==> src/rtl/mfs_cfg.svh <==
/*
 * constants for the motor fault supervisor: timing counts and thresholds.
 * assumes a 100 MHz clock and currents scaled so rated current = 3200.
 */
`ifndef MFS_CFG_SVH
`define MFS_CFG_SVH

// ------------------------------------------------------------------
// timebase
// ------------------------------------------------------------------
`define MFS_CLK_HZ          100000000
`define MFS_TICK_MS         100
`define MFS_TICK_CYCLES     ((`MFS_CLK_HZ / 1000) * `MFS_TICK_MS)
`define MFS_TICKS_PER_S     (1000 / `MFS_TICK_MS)

// ------------------------------------------------------------------
// times in their own units
// ------------------------------------------------------------------
`define MFS_RESID_SUPP_S    1
`define MFS_RUN_BLOCK_S     1
`define MFS_RECOV_MIN_S     60
`define MFS_RECOV_MAX_S     1800

// ------------------------------------------------------------------
// currents: 3200 counts = 100% of rated current
// ------------------------------------------------------------------
`define MFS_CUR_W           16
`define MFS_RATED_SCALE     3200
`define MFS_RESID_PCT_X100  1875
`define MFS_RUN_BLOCK_PCT   400

`endif

==> src/rtl/mfs_pkg.sv <==
/*
 * types shared by the motor fault supervisor files.
 * assumes nothing of its surroundings.
 */
package mfs_pkg;
	typedef enum logic [1:0] {SENS_OFF, SENS_SWITCH, SENS_THERMISTOR, SENS_RSVD} mfs_sens_t;
	typedef enum logic [1:0] {RESP_TRIP_HOLD, RESP_TRIP_AUTO, RESP_WARN, RESP_RSVD} mfs_resp_t;
	typedef enum logic [1:0] {ST_IDLE, ST_TRIPPED, ST_RECOVER} mfs_state_t;
endpackage : mfs_pkg

==> src/rtl/mfs_tick_gen.sv <==
/*
 * slow timebase: one-cycle enable every TICK_CYCLES clocks.
 * assumes a synchronous active-high reset.
 */
`timescale 1ns/10ps
`include "mfs_cfg.svh"

module mfs_tick_gen
#(
	parameter int TICK_CYCLES = `MFS_TICK_CYCLES
)
(
	input  wire logic clock,
	input  wire logic rst,
	output logic      tick
);
	typedef struct packed {
		logic [23:0] cnt;
		logic        tick;
	} mfs_tick_st_t;

	mfs_tick_st_t st_reg;
	mfs_tick_st_t st_next;

	// ------------------------------------------------------------------
	// divider
	// ------------------------------------------------------------------
	always_comb
	begin
		st_next = st_reg;
		st_next.tick = 1'b0;
		if (st_reg.cnt >= 24'(TICK_CYCLES - 1))
		begin
			st_next.cnt = 24'h000000;
			st_next.tick = 1'b1;
		end
		else
		begin
			st_next.cnt = st_reg.cnt + 24'h000001;
		end
	end

	// registered copy
	always_ff @(posedge clock)
	begin
		if (rst)
			st_reg <= '0;
		else
			st_reg <= st_next;
	end

	assign tick = st_reg.tick;
endmodule : mfs_tick_gen

==> src/rtl/mfs_supervisor.sv <==
/*
 * motor fault supervisor: winding sensor, cable check, current limits,
 * residual current and blocking protection, sticky trip and trip counter.
 * assumes sensor status pins are asynchronous and current words are
 * steady values from logic on this clock, scaled 3200 = rated current.
 * also assumes settings are held steady while the motor runs.
 */
`timescale 1ns/10ps
`include "mfs_cfg.svh"

module mfs_supervisor
	import mfs_pkg::*;
#(
	parameter int TICK_CYCLES = `MFS_TICK_CYCLES,
	parameter int CW          = `MFS_CUR_W
)
(
	input  wire logic              clock,
	input  wire logic              rst,
	input  wire logic              sensorOverPin,
	input  wire logic              sensorBreakPin,
	input  wire logic              sensorShortPin,
	input  wire logic [CW-1:0]     phaseCurA,
	input  wire logic [CW-1:0]     phaseCurB,
	input  wire logic [CW-1:0]     phaseCurC,
	input  wire logic              startCmd,
	input  wire logic              tripResetCmd,
	input  wire mfs_pkg::mfs_sens_t sensorType,
	input  wire mfs_pkg::mfs_resp_t sensorResp,
	input  wire logic              cableTripEn,
	input  wire logic              residTripEn,
	input  wire logic              limitTripEn,
	input  wire logic [CW-1:0]     upperLimit,
	input  wire logic [CW-1:0]     lowerLimit,
	input  wire logic [CW-1:0]     blockCurrent,
	input  wire logic [7:0]        blockTimeTicks,
	input  wire logic [15:0]       classTimeTicks,
	input  wire logic [10:0]       recoverySec,
	output logic                   motorDrive,
	output logic                   tripOut,
	output logic                   sensorOverMsg,
	output logic                   wireBreakMsg,
	output logic                   shortCircMsg,
	output logic                   overloadTripMsg,
	output logic                   sensorOffMsg,
	output logic                   residWarnMsg,
	output logic                   residTripMsg,
	output logic                   upperViolMsg,
	output logic                   lowerViolMsg,
	output logic                   limitTripMsg,
	output logic                   blockTripMsg,
	output logic                   groupFaultMsg,
	output logic                   coolingMsg,
	output logic [15:0]            overloadTripCount
);
	import mfs_pkg::*;

	// ------------------------------------------------------------------
	// thresholds and fixed times
	// ------------------------------------------------------------------
	// every current shares one scale, so percentages become plain counts;
	// rounding down keeps the residual threshold on the safe side
	// fixed times are in ticks, the only rate that the timers see, except the recovery bounds, which are in seconds
	localparam logic [CW-1:0] RESID_THR =
		CW'((`MFS_RATED_SCALE * `MFS_RESID_PCT_X100) / 10000);
	localparam logic [CW-1:0] RUN_BLOCK_CAP =
		CW'((`MFS_RATED_SCALE * `MFS_RUN_BLOCK_PCT) / 100);
	localparam logic [7:0] RUN_BLOCK_TICKS = 8'(`MFS_RUN_BLOCK_S * `MFS_TICKS_PER_S);
	localparam logic [7:0] RESID_SUPP_TICKS = 8'(`MFS_RESID_SUPP_S * `MFS_TICKS_PER_S);
	localparam logic [10:0] RECOV_MIN = 11'(`MFS_RECOV_MIN_S);
	localparam logic [10:0] RECOV_MAX = 11'(`MFS_RECOV_MAX_S);
	localparam logic [3:0] TPS = 4'(`MFS_TICKS_PER_S);

	// clamp a recovery setting into its legal range; a bad word is pulled
	// in rather than refused, so cooling can never be switched off
	// by a zero setting
	function automatic logic [10:0] clampRecov(input logic [10:0] v);
		if (v < RECOV_MIN)
			return RECOV_MIN;
		else if (v > RECOV_MAX)
			return RECOV_MAX;
		else
			return v;
	endfunction : clampRecov

	// true when a count has reached a limit, saturating counters
	// compare with >= so a limit lowered mid-run still takes effect
	function automatic logic reached(input logic [15:0] cnt, input logic [15:0] lim);
		return cnt >= lim;
	endfunction : reached

	// ------------------------------------------------------------------
	// state record
	// ------------------------------------------------------------------
	// syncA, syncB: two flops per sensor pin, in short-break-over order
	// auto: the trip may clear by restart, only for a sensor-only trip
	// src fields: latched trip causes, they drive the trip messages
	// running: registered drive, also the switch-on reference
	// onTicks: ticks since switch-on, gates residual and limit checks
	// recovSec, subTicks: cooling countdown in seconds and ticks
	// tripCount, groupFault: bookkeeping of blocking after run-up
	typedef struct packed {
		logic [2:0]  syncA;
		logic [2:0]  syncB;
		mfs_state_t  state;
		logic        auto;
		logic        srcSensor;
		logic        srcCable;
		logic        srcResid;
		logic        srcLimit;
		logic        srcBlock;
		logic        running;
		logic [15:0] onTicks;
		logic [7:0]  blockTicks;
		logic [10:0] recovSec;
		logic [3:0]  subTicks;
		logic [15:0] tripCount;
		logic        groupFault;
	} mfs_state_st_t;

	mfs_state_st_t st_reg;
	mfs_state_st_t st_next;

	logic tick;

	// ------------------------------------------------------------------
	// timebase
	// ------------------------------------------------------------------
	// one divider feeds every timer, so all of them step together;
	// the price is a resolution of one tick on every time
	mfs_tick_gen #(
		.TICK_CYCLES (TICK_CYCLES)
	) u_tick (
		.clock (clock),
		.rst   (rst),
		.tick  (tick)
	);

	// ------------------------------------------------------------------
	// condition decode
	// ------------------------------------------------------------------
	// conditions are plain levels; the state machine latches the cause,
	// so a condition that lasts one cycle in idle still trips
	logic sensOn;
	logic cableOn;
	logic sensOver;
	logic wireBrk;
	logic shortCk;
	logic residNow;
	logic upperNow;
	logic lowerNow;
	logic runUp;
	logic [CW-1:0] blkThr;
	logic [7:0]    blkTime;
	logic blkNow;
	logic anyCond;

	// second sync stage is the only reader of the first
	// sensor pins are asynchronous, so only the second stage is decoded
	assign sensOn  = (sensorType == SENS_SWITCH) || (sensorType == SENS_THERMISTOR);
	assign cableOn = (sensorType == SENS_THERMISTOR);
	assign sensOver = sensOn && st_reg.syncB[0];
	assign wireBrk  = cableOn && st_reg.syncB[1];
	assign shortCk  = cableOn && st_reg.syncB[2];
	// residual needs every phase low and the switch-on window passed
	// the window counts from the rise of the drive, not from the command
	assign residNow = st_reg.running && (st_reg.onTicks >= 16'(RESID_SUPP_TICKS))
		&& (phaseCurA < RESID_THR) && (phaseCurB < RESID_THR)
		&& (phaseCurC < RESID_THR);
	assign runUp    = st_reg.running && reached(st_reg.onTicks, classTimeTicks);
	// a zero limit deactivates that side
	// each side looks at every phase, so one bad phase is enough
	assign upperNow = runUp && (upperLimit != '0) && ((phaseCurA > upperLimit)
		|| (phaseCurB > upperLimit) || (phaseCurC > upperLimit));
	assign lowerNow = runUp && (lowerLimit != '0) && ((phaseCurA < lowerLimit)
		|| (phaseCurB < lowerLimit) || (phaseCurC < lowerLimit));
	// the cap applies only after run-up, so a heavy start keeps its setting
	assign blkThr  = (runUp && (blockCurrent > RUN_BLOCK_CAP)) ? RUN_BLOCK_CAP
		: blockCurrent;
	// in continuous operation a stall is cut after the fixed short time
	assign blkTime = runUp ? RUN_BLOCK_TICKS : blockTimeTicks;
	assign blkNow  = st_reg.running && ((phaseCurA > blkThr) || (phaseCurB > blkThr)
		|| (phaseCurC > blkThr));
	// pending sensor-line conditions hold off a manual trip reset
	assign anyCond = sensOver || wireBrk || shortCk;

	// ------------------------------------------------------------------
	// next state
	// ------------------------------------------------------------------
	always_comb
	begin
		st_next = st_reg;
		// pins shift into the synchroniser every clock
		st_next.syncA = {sensorShortPin, sensorBreakPin, sensorOverPin};
		st_next.syncB = st_reg.syncA;
		st_next.running = startCmd && (st_reg.state == ST_IDLE);
		// on-time counts from switch-on, saturating
		// so a long run never looks like a fresh start
		if (!st_next.running)
			st_next.onTicks = 16'h0000;
		else if (tick && (st_reg.onTicks != 16'hFFFF))
			st_next.onTicks = st_reg.onTicks + 16'h0001;
		// blocking timer runs only while above threshold; one cycle below
		// restarts it, so a current that dips keeps the trip away
		if (!blkNow)
			st_next.blockTicks = 8'h00;
		else if (tick && (st_reg.blockTicks != 8'hFF))
			st_next.blockTicks = st_reg.blockTicks + 8'h01;
		// causes are sampled only in idle: the record shows what was seen
		// on the trip edge, and later causes do not change it
		case (st_reg.state)
			ST_IDLE:
			begin
				st_next.srcSensor = sensOver && (sensorResp != RESP_WARN);
				st_next.srcCable  = (wireBrk || shortCk) && cableTripEn;
				st_next.srcResid  = residNow && residTripEn;
				st_next.srcLimit  = (upperNow || lowerNow) && limitTripEn;
				st_next.srcBlock  = blkNow && (st_reg.blockTicks >= blkTime);
				// any other cause next to the sensor needs a manual reset
				st_next.auto = st_next.srcSensor && (sensorResp == RESP_TRIP_AUTO)
					&& !st_next.srcCable && !st_next.srcResid && !st_next.srcLimit
					&& !st_next.srcBlock;
				if (st_next.srcSensor || st_next.srcCable || st_next.srcResid
					|| st_next.srcLimit || st_next.srcBlock)
				begin
					st_next.state = ST_RECOVER;
					st_next.recovSec = clampRecov(recoverySec);
					st_next.subTicks = 4'h0;
					st_next.running = 1'b0;
					if (st_next.srcBlock && runUp)
					begin
						st_next.groupFault = 1'b1;
						st_next.tripCount = st_reg.tripCount + 16'h0001;
					end
				end
			end
			ST_RECOVER:
			begin
				// reset requests have no effect here
				// the countdown runs even while the cause is still present
				if (tick)
				begin
					if (st_reg.subTicks == TPS - 4'h1)
					begin
						st_next.subTicks = 4'h0;
						if (st_reg.recovSec != 11'h000)
							st_next.recovSec = st_reg.recovSec - 11'h001;
					end
					else
						st_next.subTicks = st_reg.subTicks + 4'h1;
				end
				// wait one more tick after the count ends: the first tick
				// comes early, and the cooling must never run short
				if ((st_reg.recovSec == 11'h000) && tick)
					st_next.state = ST_TRIPPED;
			end
			ST_TRIPPED:
			begin
				if (st_reg.auto)
				begin
					// auto restart only with sensor clear and start asked
					// a start command held through the trip restarts at once
					if (!sensOver && startCmd)
						st_next.state = ST_IDLE;
				end
				else if (tripResetCmd && !anyCond && !residNow)
					st_next.state = ST_IDLE;
				// leaving the trip drops every cause and trip message at once
				if (st_next.state == ST_IDLE)
				begin
					st_next.srcSensor = 1'b0;
					st_next.srcCable = 1'b0;
					st_next.srcResid = 1'b0;
					st_next.srcLimit = 1'b0;
					st_next.srcBlock = 1'b0;
					st_next.groupFault = 1'b0;
					st_next.auto = 1'b0;
				end
			end
			// unused state code: fall back to idle and let the inputs decide
			default:
			begin
				st_next.state = ST_IDLE;
			end
		endcase
	end

	// registered copy, the only clocked process of the block besides the tick divider
	// reset clears causes, the trip counter and every timer
	always_ff @(posedge clock)
	begin
		if (rst)
			st_reg <= '0;
		else
			st_reg <= st_next;
	end

	// ------------------------------------------------------------------
	// outputs
	// ------------------------------------------------------------------
	// warnings and live messages follow their conditions and clear on
	// their own; trip messages show the latched cause until cleared
	// limitation: the group fault stands for any trip, not blocking only
	assign motorDrive      = st_reg.running;
	assign tripOut         = (st_reg.state != ST_IDLE);
	assign sensorOverMsg   = sensOver;
	assign wireBreakMsg    = wireBrk;
	assign shortCircMsg    = shortCk;
	assign overloadTripMsg = st_reg.srcSensor || st_reg.srcCable;
	assign sensorOffMsg    = !sensOn;
	assign residWarnMsg    = residNow && !residTripEn;
	assign residTripMsg    = st_reg.srcResid;
	assign upperViolMsg    = upperNow;
	assign lowerViolMsg    = lowerNow;
	assign limitTripMsg    = st_reg.srcLimit;
	assign blockTripMsg    = st_reg.srcBlock;
	assign groupFaultMsg   = st_reg.groupFault || (st_reg.state != ST_IDLE);
	assign coolingMsg      = (st_reg.state == ST_RECOVER);
	assign overloadTripCount = st_reg.tripCount;
endmodule : mfs_supervisor

==> config.mk <==
export PLATFORM = sky130hd
export DESIGN_NAME = mfs_supervisor
export DESIGN_NICKNAME = d
export VERILOG_FILES = /design/src/rtl/mfs_pkg.sv /design/src/rtl/mfs_tick_gen.sv /design/src/rtl/mfs_supervisor.sv
export VERILOG_INCLUDE_DIRS = /design/src /design/src/rtl
export SDC_FILE = /design/constraint.sdc
export NUM_CORES = 1
export LEC_CHECK = 0
export BUFFER_PORTS_ARGS = -buffer_cell sky130_fd_sc_hd__buf_2
export CAP_MARGIN = 5
export CELL_PAD_IN_SITES_DETAIL_PLACEMENT = 0
export CELL_PAD_IN_SITES_GLOBAL_PLACEMENT = 1
export CORE_MARGIN = 3
export CORE_UTILIZATION = 45
export DETAILED_ROUTE_END_ITERATION = 7
export PLACE_DENSITY_LB_ADDON = 0.1
export SLEW_MARGIN = 20
export SYNTH_ARGS = -nofsm -noshare
export SYNTH_HDL_FRONTEND = slang
export SYNTH_SLANG_ARGS = --single-unit
==> constraint.sdc <==
create_clock -name clock -period 10.9 [get_ports clock]
set_input_delay 0.545 -clock clock [delete_from_list [all_inputs] [get_ports clock]]
set_output_delay 0.545 -clock clock [all_outputs]
set_load 0.005 [all_outputs]
==> results of run 1 <==
layout make-up:
type	count	area [um^2]	area share
Clock inverter	7	90.1	0.00897
Clock buffer	9	225	0.0224
Inverter	74	278	0.0277
Multi-Input combinational cell	872	6310	0.628
Tap cell	260	325	0.0324
Sequential cell	96	1920	0.191
Timing Repair Buffer	178	898	0.0894
placed cells by master, fill, tap and decap left out, types with 6 or more instances in the layout:
cell type,count
nor4_1,22
o32ai_1,6
buf_2,175
clkbuf_16,9
dfxtp_1,96
inv_1,74
a211oi_1,10
or3_1,8
ha_1,174
o31ai_1,10
o21ai_0,30
and3_1,17
and2_1,11
xnor2_1,22
a21oi_1,91
nand4_1,45
o211ai_1,8
and4_1,8
nand3_1,37
nor2b_1,24
nor2_1,113
nand2_1,85
xor2_1,33
nor3_1,11
a21o_1,19
cell usage after synthesis, types with 5 or more instances:
library cell	count
nand4_1	45
and3_1	17
nand3_1	37
ha_1	174
o32ai_1	6
a32oi_1	5
and2_1	11
a21o_1	19
nor2_1	113
xor2_1	33
dfxtp_1	96
nor3_1	11
o31ai_1	11
clkbuf_1	16
inv_1	74
or3_1	8
a21boi_0	5
a211oi_1	10
nor4_1	22
xnor2_1	22
nand2_1	85
and4_1	8
o21ai_0	30
o211ai_1	8
a21oi_1	91
nor2b_1	24
buf_4	16
a211o_1	5
through the flow:
stage / hold WS, ps / setup WS (ps) / cells
global route: 412 / 5810 / 1496
finish: 409 / 6240 / 1496
global placement: 417 / 6110 / 1480
detailed placement: 424 / 5990 / 1480
floorplan: 414 / 6370 / 1077
CTS: 400 / 6230 / 1496
power groups by stage:
stage | combinational (mW) | clock (mW) | sequential [mW]
final | 0.209 | 0.334 | 0.358
after floorplan | 0.125 | 0 | 0.365
after detailed placement | 0.207 | 0 | 0.366
after CTS | 0.208 | 0.344 | 0.357
after global routing | 0.238 | 0.357 | 0.358
after global placement | 0.205 | 0 | 0.366
final timing paths:
check	cells after the start	slack, ps	from	to
max	19	6240	st_reg[40]	st_reg[23]
min	2	410	sensorShortPin	st_next[67]
max reg2reg	19	6240	st_reg[40]	st_reg[23]
min reg2reg	1	440	st_next[65]	st_reg[65]
logic make-up (layout without fill, tap and decap cells):
logic type               after synthesis  after routing  synth area share
AND/OR/NAND/NOR                      405            405             0.234
AO/OA/AOI/OAI                        235            235             0.181
adder cells (fa/ha/maj)              174            174             0.250
buffers and inverters                109            268            0.0551
flip-flops                            96             96             0.221
XOR/XNOR                              55             55            0.0554
multiplexers                           3              3           0.00345
metal layers:
metal | up-vias | track usage | wire (um)
met2 | 241 | 0.368 | 10900
met3 | 18 | 0.0294 | 1170
met5 | - | 0 | 0
li1 | 4242 | - | -
met4 | 0 | 0.0366 | 230
met1 | 3799 | 0.342 | 12700
critical path: cells and delay by family (launching register included):
family | cells | cell delay, ps
AO/OA/AOI/OAI | 8 | 1720
adder cells (fa/ha/maj) | 2 | 460
buffers and inverters | 2 | 310
flip-flops | 1 | 380
AND/OR/NAND/NOR | 7 | 1650
==> results.ini, run 1 <==
[detailed_routing]
routed_wl_um = 25000
via_count = 8300
wl_per_cell_um = 16.7
ant_nets = 0
remaining_drc_errors = 0
dr.pass1.iters = 6
drt-initial-drc-count = 518
viasPerCell = 5.55

[global_route]
grt_max_degree = 46
antenna_found_initial = 0
grt_overflow_total = 0
grt_pass1_vias = 8010
grt_pass1_wl_um = 40200
grt_use_total = 0.231

[synth]
ys_ff_latch = 96
synthesis.nets = 1396
synth_cell_type_count = 71
yosys_warnings = 0
yosys.area.top_type_share = 0.250
synth_top_flop_cell = dfxtp_1
synth_area_leaders = ha_1, dfxtp_1, a21oi_1, nor2_1, nand2_1
synth-seq-area-share = 0.221
async_flop_share = 0
synth_area_per_cell_um2 = 8.08
synth_area_um2 = 8700
synth_edf_count = 0
yosysTopAreaCell = ha_1
synth_cells = 1077

[power]
finalPower_mw = 0.901
switching_power_mw = 0.277
ir_worst_vdd_v = 0.0000670
seqPwrFrac = 0.397
p_clk_frac = 0.371
power_leakage_nw = 4.76
comb_power_share = 0.232
p_int_mw = 0.624
p_sw_frac = 0.307
power_density_nw_per_um2 = 89.7

[die]
core_um2 = 18800
row_count = 50
die_y_um = 145
initial_core_util = 0.462
die-area_um2 = 21000
io-pin-count = 176
die_x_um = 145

[cts]
ctsResizeCount = 0
cts_hold_buf = 0
clk_pin_slew_ps = 70
cts.path.max_buffers = 2
clockRootBuffer = clkbuf_16
clk_latency_ps = 350
cts_setup_buffers = 0
cts_tree = built
clock-sinks = 96
cts_buffers = 9
htreeDepth = 3

[status]
outcome = finished, final reports clean

[place]
placed_cell_area_um2 = 9730
port_buffers = 175
hpwl_um = 20700
gp_congestion = 0.917

[final_layout]
largest_register_ffs = 48
fill_cells = 1820
synthToLayoutAreaGrowth_pct = 15.4
diodes = 0
final_area_um2 = 10000
postLayoutCoreUtil = 0.533
nNetsFinal = 1550
drive_above_1_share = 0.169

[worst_setup_path]
max_stage_delay_ps = 530
critPathMaxFanout = 14
slowest_stage = or4_1
arrival_ps = 4890
endpoint_kind = register
path_class = reg2reg
cp.required_ps = 11130
critPathLaunchType = register
cp_cell_sequence = inv_1, ha_1, nor2_1, a21oi_1, o311a_1, o31a_1, o31ai_1, buf_4, nor2b_1, ha_1, nand4_1, or4_1, or2_0, o311a_1, a211oi_4, or2b_4, a31o_4, nand2_1, a32o_1

[timing]
fin_setup_tns_ps = 0
worstMarginPinSlew_ps = 896
clock_skew_ps = 8.12
setup_viol = 0
rsz0062_at_grt = false
finalCritPeriodShare = 0.427
hold_viol_final = 0
max_slew_margin = 0.399
finalMaxSlewViolations = 0
fmax_mhz = 215
min_period_ps = 4660

[run]
cap_violations = 0

[hold_path]
hold_path.class = in2reg

No activity file was read; power rests on OpenSTA's default activity.
==> run 2, diff against run 1 <==
- CORE_UTILIZATION: 45 -> 42
- clock period: 10.9 -> 4.55 ns (I/O delays scaled with it)
==> run 2 against run 1 <==
- die area up 6.8%
- first-iteration DRC count down 24%
- global-route usage down 0.53 points
- clock skew about the same
- critical path type unchanged
- setup slack worse by 6200 ps
==> results.ini, run 2 (synthesis gave the netlist of run 1 again) <==
[detailed_routing]
routed_wl_um = 26100  ; +4.3%
met3_length_um = 1410  ; +21%
met1Wirelength_um = 12700  ; -0.28%
drt-initial-drc-count = 394  ; -24%
viasPerCell = 5.47  ; -1.4%
ant_nets = 0  ; unchanged
wl_per_cell_um = 16.8  ; +0.33%
remaining_drc_errors = 0  ; unchanged
dr.pass1.iters = 5  ; -1
via_count = 8507  ; +2.5%
wl_met2_um = 11500  ; +5.8%
highest_layer = met4

[cts]
cts.path.max_buffers = 2  ; unchanged
clockRootBuffer = clkbuf_16
clk_pin_slew_ps = 70  ; about the same
cts_buffers = 9  ; unchanged
cts_tree = built
clk_latency_ps = 350  ; about the same
htreeDepth = 3  ; unchanged
cts_hold_buf = 0  ; unchanged
clock-sinks = 96  ; unchanged

[worst_setup_path]
rr_worst_depth = 20  ; +1
cp_cell_sequence = ha_4, nand4_1, buf_4, a21oi_2, o31a_1, o31ai_4, nor2b_4, ha_1, nand4_1, or4_4, a21oi_2, o311a_1, a211oi_4, buf_4, nor4b_4, buf_6, buf_6, nand4_1, xor2_1, nor2_1
worstReg2RegEnd = overloadTripCount[14]
crit-reg2reg-launch = st_reg[53]
cp.required_ps = 4780  ; -6350 ps
cp-endpoint = overloadTripCount[14]
rrSetupSlack_ps = 80  ; -6160 ps
path_class = reg2reg
critPathTopFamily = simple AND/OR/NAND/NOR gates
endpoint_kind = register
path_depth = 20  ; +1
crit_top_cell = nand4_1
max_stage_delay_ps = 560  ; +30 ps
crit_buf_inv = 4  ; +2
critPathMaxFanout = 6  ; -8
worst_setup_path_startpoint = st_reg[53]
slowest_stage = or4_4
arrival_ps = 4700  ; -190 ps
critPathLaunchType = register

[die]
row_count = 52  ; +4.0%
io-pin-count = 176  ; unchanged
core_um2 = 20300  ; +7.8%
initial_core_util = 0.429  ; -0.0334
die_x_um = 150  ; +3.4%
die_y_um = 150  ; +3.4%
die-area_um2 = 22500  ; +6.8%

[power]
comb_power_share = 0.245  ; +0.013
p_clk_frac = 0.363  ; -0.008
p_sw_frac = 0.307  ; about the same
p_int_mw = 1.51  ; +140%
power_density_nw_per_um2 = 204  ; +130%
switching_power_mw = 0.669  ; +140%
ir_worst_vdd_v = 0.000167  ; +150%
seqPwrFrac = 0.392  ; -0.005
power_leakage_nw = 5.02  ; +5.6%
finalPower_mw = 2.18  ; +140%

[final_layout]
final_area_um2 = 10700  ; +6.4%
nNetsFinal = 1598  ; +3.1%
synthToLayoutAreaGrowth_pct = 22.8
mostFrequentLayoutCells = buf_2, ha_1, nor2_1
final_common_cell = buf_2
drive_above_1_share = 0.229  ; +0.0599
largest_register_ffs = 48  ; unchanged

[hold_path]
whs_path_depth = 2  ; unchanged
hold_path.class = in2reg

[timing]
worstMarginPinSlew_ps = 875  ; -21.0 ps
max_slew_margin = 0.412  ; +0.0136
fmax_mhz = 224  ; +4.2%
min_period_ps = 4470  ; -188 ps
hold_viol_final = 0  ; unchanged
finalMaxSlewViolations = 0  ; unchanged
finalCritPeriodShare = 0.982  ; +0.555
clock_skew_ps = 8.41  ; +0.295 ps
rsz0062_at_grt = true
setup_viol = 0  ; unchanged

[place]
gp_congestion = 0.910  ; -0.70%
hpwl_um = 21300  ; +2.8%
port_buffers = 175  ; unchanged
placed_cell_area_um2 = 9970  ; +2.5%

[global_route]
grt_max_degree = 46  ; unchanged
grt_use_total = 0.226  ; -0.00526
grt_pass1_vias = 8040  ; +0.37%
antenna_found_initial = 1  ; +1
grt_pass1_wl_um = 40500  ; +0.70%
grt_overflow_total = 0  ; unchanged

[run]
cap_violations = 0  ; unchanged

[status]
outcome = finished, final reports clean

## run 2: changes by cell type in the layout (fill, tap and decap cells not counted), sizes merged
cell	previous run	this run
clkbuf	9	10
buf	178	224
clkinv	2	0
nand2	86	87
o31ai	11	12
clkinvlp	1	2
diode	0	1
## run 2: worst min path at each step
stage	to	slack [ps]	startpoint
final	st_next[66]	80	sensorBreakPin
after global routing	st_next[67]	100	sensorShortPin
after CTS	st_next[66]	70	sensorBreakPin
after detailed placement	st_reg[65]	420	st_next[65]
after global placement	st_reg[66]	420	st_next[66]
after floorplan	st_next[65]	360	sensorOverPin
## run 2: layout make-up
cell class                      count  area, um^2
Fill cell                        2031        9610
Tap cell                          270         338
Multi-Input combinational cell    874        6580
Clock buffer                       10         229
Antenna cell                        1        2.50
Clock inverter                      6        76.3
Timing Repair Buffer              224        1260
Sequential cell                    96        1930
Inverter                           74         278
## run 2: power groups by stage
stage	Clock, mW	Sequential [mW]	Combinational, mW
after detailed placement	0	0.874	0.503
after global placement	0	0.874	0.501
after floorplan	0	0.873	0.298
after global routing	0.843	0.856	0.606
final	0.791	0.855	0.534
after CTS	0.821	0.854	0.508
## run 2: timing repair
item | 4_1_cts | 5_1_grt
resized for setup | 4 | 54
gates cloned | 0 | 2
setup endpoints to repair | 26 | 33
pin swaps | 0 | 28
buffers inserted | 0 | 15
## run 2: layer usage
metal / vias to the layer above / global-route usage
met5: - / 0
met4: 0 / 0.0549
met3: 28 / 0.0363
met2: 239 / 0.356
met1: 3886 / 0.323
li1: 4354 / -
## run 2: per-stage QoR
stage	utilization	setup TNS, ps	hold slack [ps]	setup WS, ps	instances
after floorplan	-	0	356	214	1077
after global routing	0.527	-1220	98.4	-135	1555
after global placement	0.491	-6360	417	-297	1521
final	0.527	0	79.9	80.1	1555
after detailed placement	0.491	-7460	422	-329	1521
after CTS	0.507	0	65.7	14.3	1537
==> run 3, diff against run 2 <==
- PLACE_DENSITY: not set -> 0.93
- PLACE_DENSITY_LB_ADDON: 0.1 -> not set
==> run 3 against run 2 <==
- utilization down 0.52 points
- first-iteration DRC count grew 43%
- critical path depth up 2
- critical endpoint is now overloadTripCount[7]
- non-clock buffer count is 13 lower
- largest power group unchanged
- wire length increased by 5.9%
- final area down 0.98%
- setup slack got worse by 5.2 ps
- fmax shrank 0.12%
- clock skew is 0.51 ps lower
- register-to-register slack about the same
- global-route usage up 0.78 points
- cell count shrank 1.2%
==> results.ini, run 3 (synthesis gave the netlist of run 1 again) <==
[global_route]
grt_use_total = 0.234  ; +0.00785
antenna_found_initial = 0  ; -1
grt_overflow_total = 0  ; unchanged
grt_max_degree = 46  ; unchanged
grt_pass1_wl_um = 41800  ; +3.1%
grt_pass1_vias = 8275  ; +2.9%

[cts]
cts_buffers = 9  ; unchanged
clk_pin_slew_ps = 70  ; about the same
cts_hold_buf = 0  ; unchanged
clockRootBuffer = clkbuf_16
htreeDepth = 3  ; unchanged
clock-sinks = 96  ; unchanged
clk_latency_ps = 340  ; about the same
cts_tree = built
cts.path.max_buffers = 2  ; unchanged

[final_layout]
diodes = 0  ; -1
layoutNonFillerInstCount = 1536  ; -1.2%
fill_cells = 1954  ; -3.8%
drive_above_1_share = 0.220  ; -0.00938
final_common_cell = buf_2
synthToLayoutAreaGrowth_pct = 21.6
nNetsFinal = 1583  ; -0.94%
largest_register_ffs = 48  ; unchanged
mostFrequentLayoutCells = buf_2, ha_1, nor2_1

[die]
core_um2 = 20300  ; unchanged
initial_core_util = 0.429  ; unchanged
die_y_um = 150  ; unchanged
io-pin-count = 176  ; unchanged
die-area_um2 = 22500  ; unchanged
die_x_um = 150  ; unchanged
row_count = 52  ; unchanged

[worst_setup_path]
max_stage_delay_ps = 450  ; -110 ps
path_class = reg2reg
cp_cell_sequence = inv_2, ha_4, nor2_2, a21oi_1, o311a_1, o31a_1, o31ai_4, clkbuf_16, buf_6, nand2_4, ha_4, nand4_1, or4_4, a21oi_2, o311a_1, a211oi_4, buf_4, nor4b_4, buf_6, nand2_8, o21ai_0, a21oi_2
rrSetupSlack_ps = 70  ; about the same
critPathMaxFanout = 9  ; +3
slowest_stage = or4_4
arrival_ps = 4690  ; about the same
critPathLaunchType = register
endpoint_kind = register
crit_buf_inv = 5  ; +1
critPathTopFamily = compound AO/OA/AOI/OAI gates
cp.required_ps = 4770  ; about the same

[detailed_routing]
dr.pass1.iters = 5  ; unchanged
viasPerCell = 5.74  ; +5.0%
via_count = 8824  ; +3.7%
drt-initial-drc-count = 562  ; +43%
remaining_drc_errors = 0  ; unchanged
wl_per_cell_um = 18.0  ; +7.2%
ant_nets = 0  ; unchanged
routed_wl_um = 27600  ; +5.9%

[place]
place_inst = 1508  ; -0.85%
port_buffers = 175  ; unchanged
gp_congestion = 1.03  ; +14%
hpwl_um = 21900  ; +2.8%

[timing]
fmax_mhz = 223  ; -0.12%
whs_ps = 111  ; +30.7 ps
finalCritPeriodShare = 0.984  ; +0.00114
setup_viol = 0  ; unchanged
hold_viol_final = 0  ; unchanged
fin_setup_tns_ps = 0  ; unchanged
worstMarginPinSlew_ps = 856  ; -19.2 ps
rsz0062_at_grt = true
clock_skew_ps = 7.90  ; -0.509 ps
max_slew_margin = 0.425  ; +0.0129
min_period_ps = 4480  ; +5.17 ps
finalMaxSlewViolations = 0  ; unchanged

[power]
finalPower_mw = 2.08  ; -4.7%
power_density_nw_per_um2 = 196  ; -3.8%
power_leakage_nw = 4.95  ; -1.6%
ir_worst_vdd_v = 0.000184  ; +10%

[hold_path]
hold_path.class = in2reg

[run]
cap_violations = 0  ; unchanged

[status]
outcome = finished, final reports clean

run 3: cell count changes in the layout (fill, tap and decap cells not counted), moves of 2 or more:
cell / change
buf_4: -15
nand2_2: -9
nand2_1: +7
dfxtp_1: -5
dfxtp_2: +3
ha_1: -3
ha_4: +3
dfxtp_4: +2
inv_8: -2
or3_1: -2
or3_4: +2
run 3: power breakdown:
group | switching, mW | internal (mW) | total, mW | leakage [nW]
Combinational | 0.315 | 0.222 | 0.537 | 4.04
Sequential | 0.00838 | 0.848 | 0.856 | 0.781
Clock | 0.308 | 0.376 | 0.684 | 0.126
Total | 0.630 | 1.45 | 2.08 | 4.95
run 3: cell type report:
type,instances,area [um^2],share of cell area
multi-input combinational,872,6580,0.622
clock buffer,10,239,0.0226
inverter,74,278,0.0262
tap,270,338,0.0319
sequential,96,1940,0.183
clock inverter,3,21.3,0.00201
timing repair buffer,211,1190,0.113
run 3: what timing repair did:
item	4_1_cts	5_1_grt
resized for setup	0	60
endpoints found under the hold margin	0	0
buffers inserted	0	14
setup endpoints to repair	0	25
run 3: routing by layer:
layer	vias up	wire length (um)	GRT usage	share of wire
li1	4308	-	-	-
met1	4172	12300	0.320	0.45
met2	298	12600	0.381	0.46
met3	46	1990	0.0409	0.072
met4	0	616	0.0613	0.022
met5	-	0	0	0
run 3: worst register-to-register path, cell delays in order (launching register included):
cell and delay [ps]:
dfxtp_2 330, inv_2 50, ha_4 210, nor2_2 90
a21oi_1 70, o311a_1 400, o31a_1 300, o31ai_4 110
clkbuf_16 230, buf_6 100, nand2_4 60, ha_4 260
nand4_1 150, or4_4 450, a21oi_2 130, o311a_1 230
a211oi_4 70, buf_4 160, nor4b_4 280, buf_6 190
nand2_8 80, o21ai_0 330, a21oi_2 90
run 3: path summary, 6_finish.rpt:
kind	startpoint	end	cells past startpoint
hold / removal	sensorShortPin	st_next[67]	2
setup / recovery	st_reg[40]	overloadTripCount[7]	22
setup reg to reg	st_reg[40]	overloadTripCount[7]	22
hold reg to reg	st_next[65]	st_reg[65]	1
run 3: stage by stage:
stage | setup WS [ps] | util | cell area, um^2
CTS | 2.40 | 0.500 | 10100
floorplan | 214 | - | 8700
global route | -110 | 0.521 | 10600
detailed placement | -17.9 | 0.487 | 9890
global placement | -0.930 | 0.487 | 9890
finish | 74.9 | 0.521 | 10600
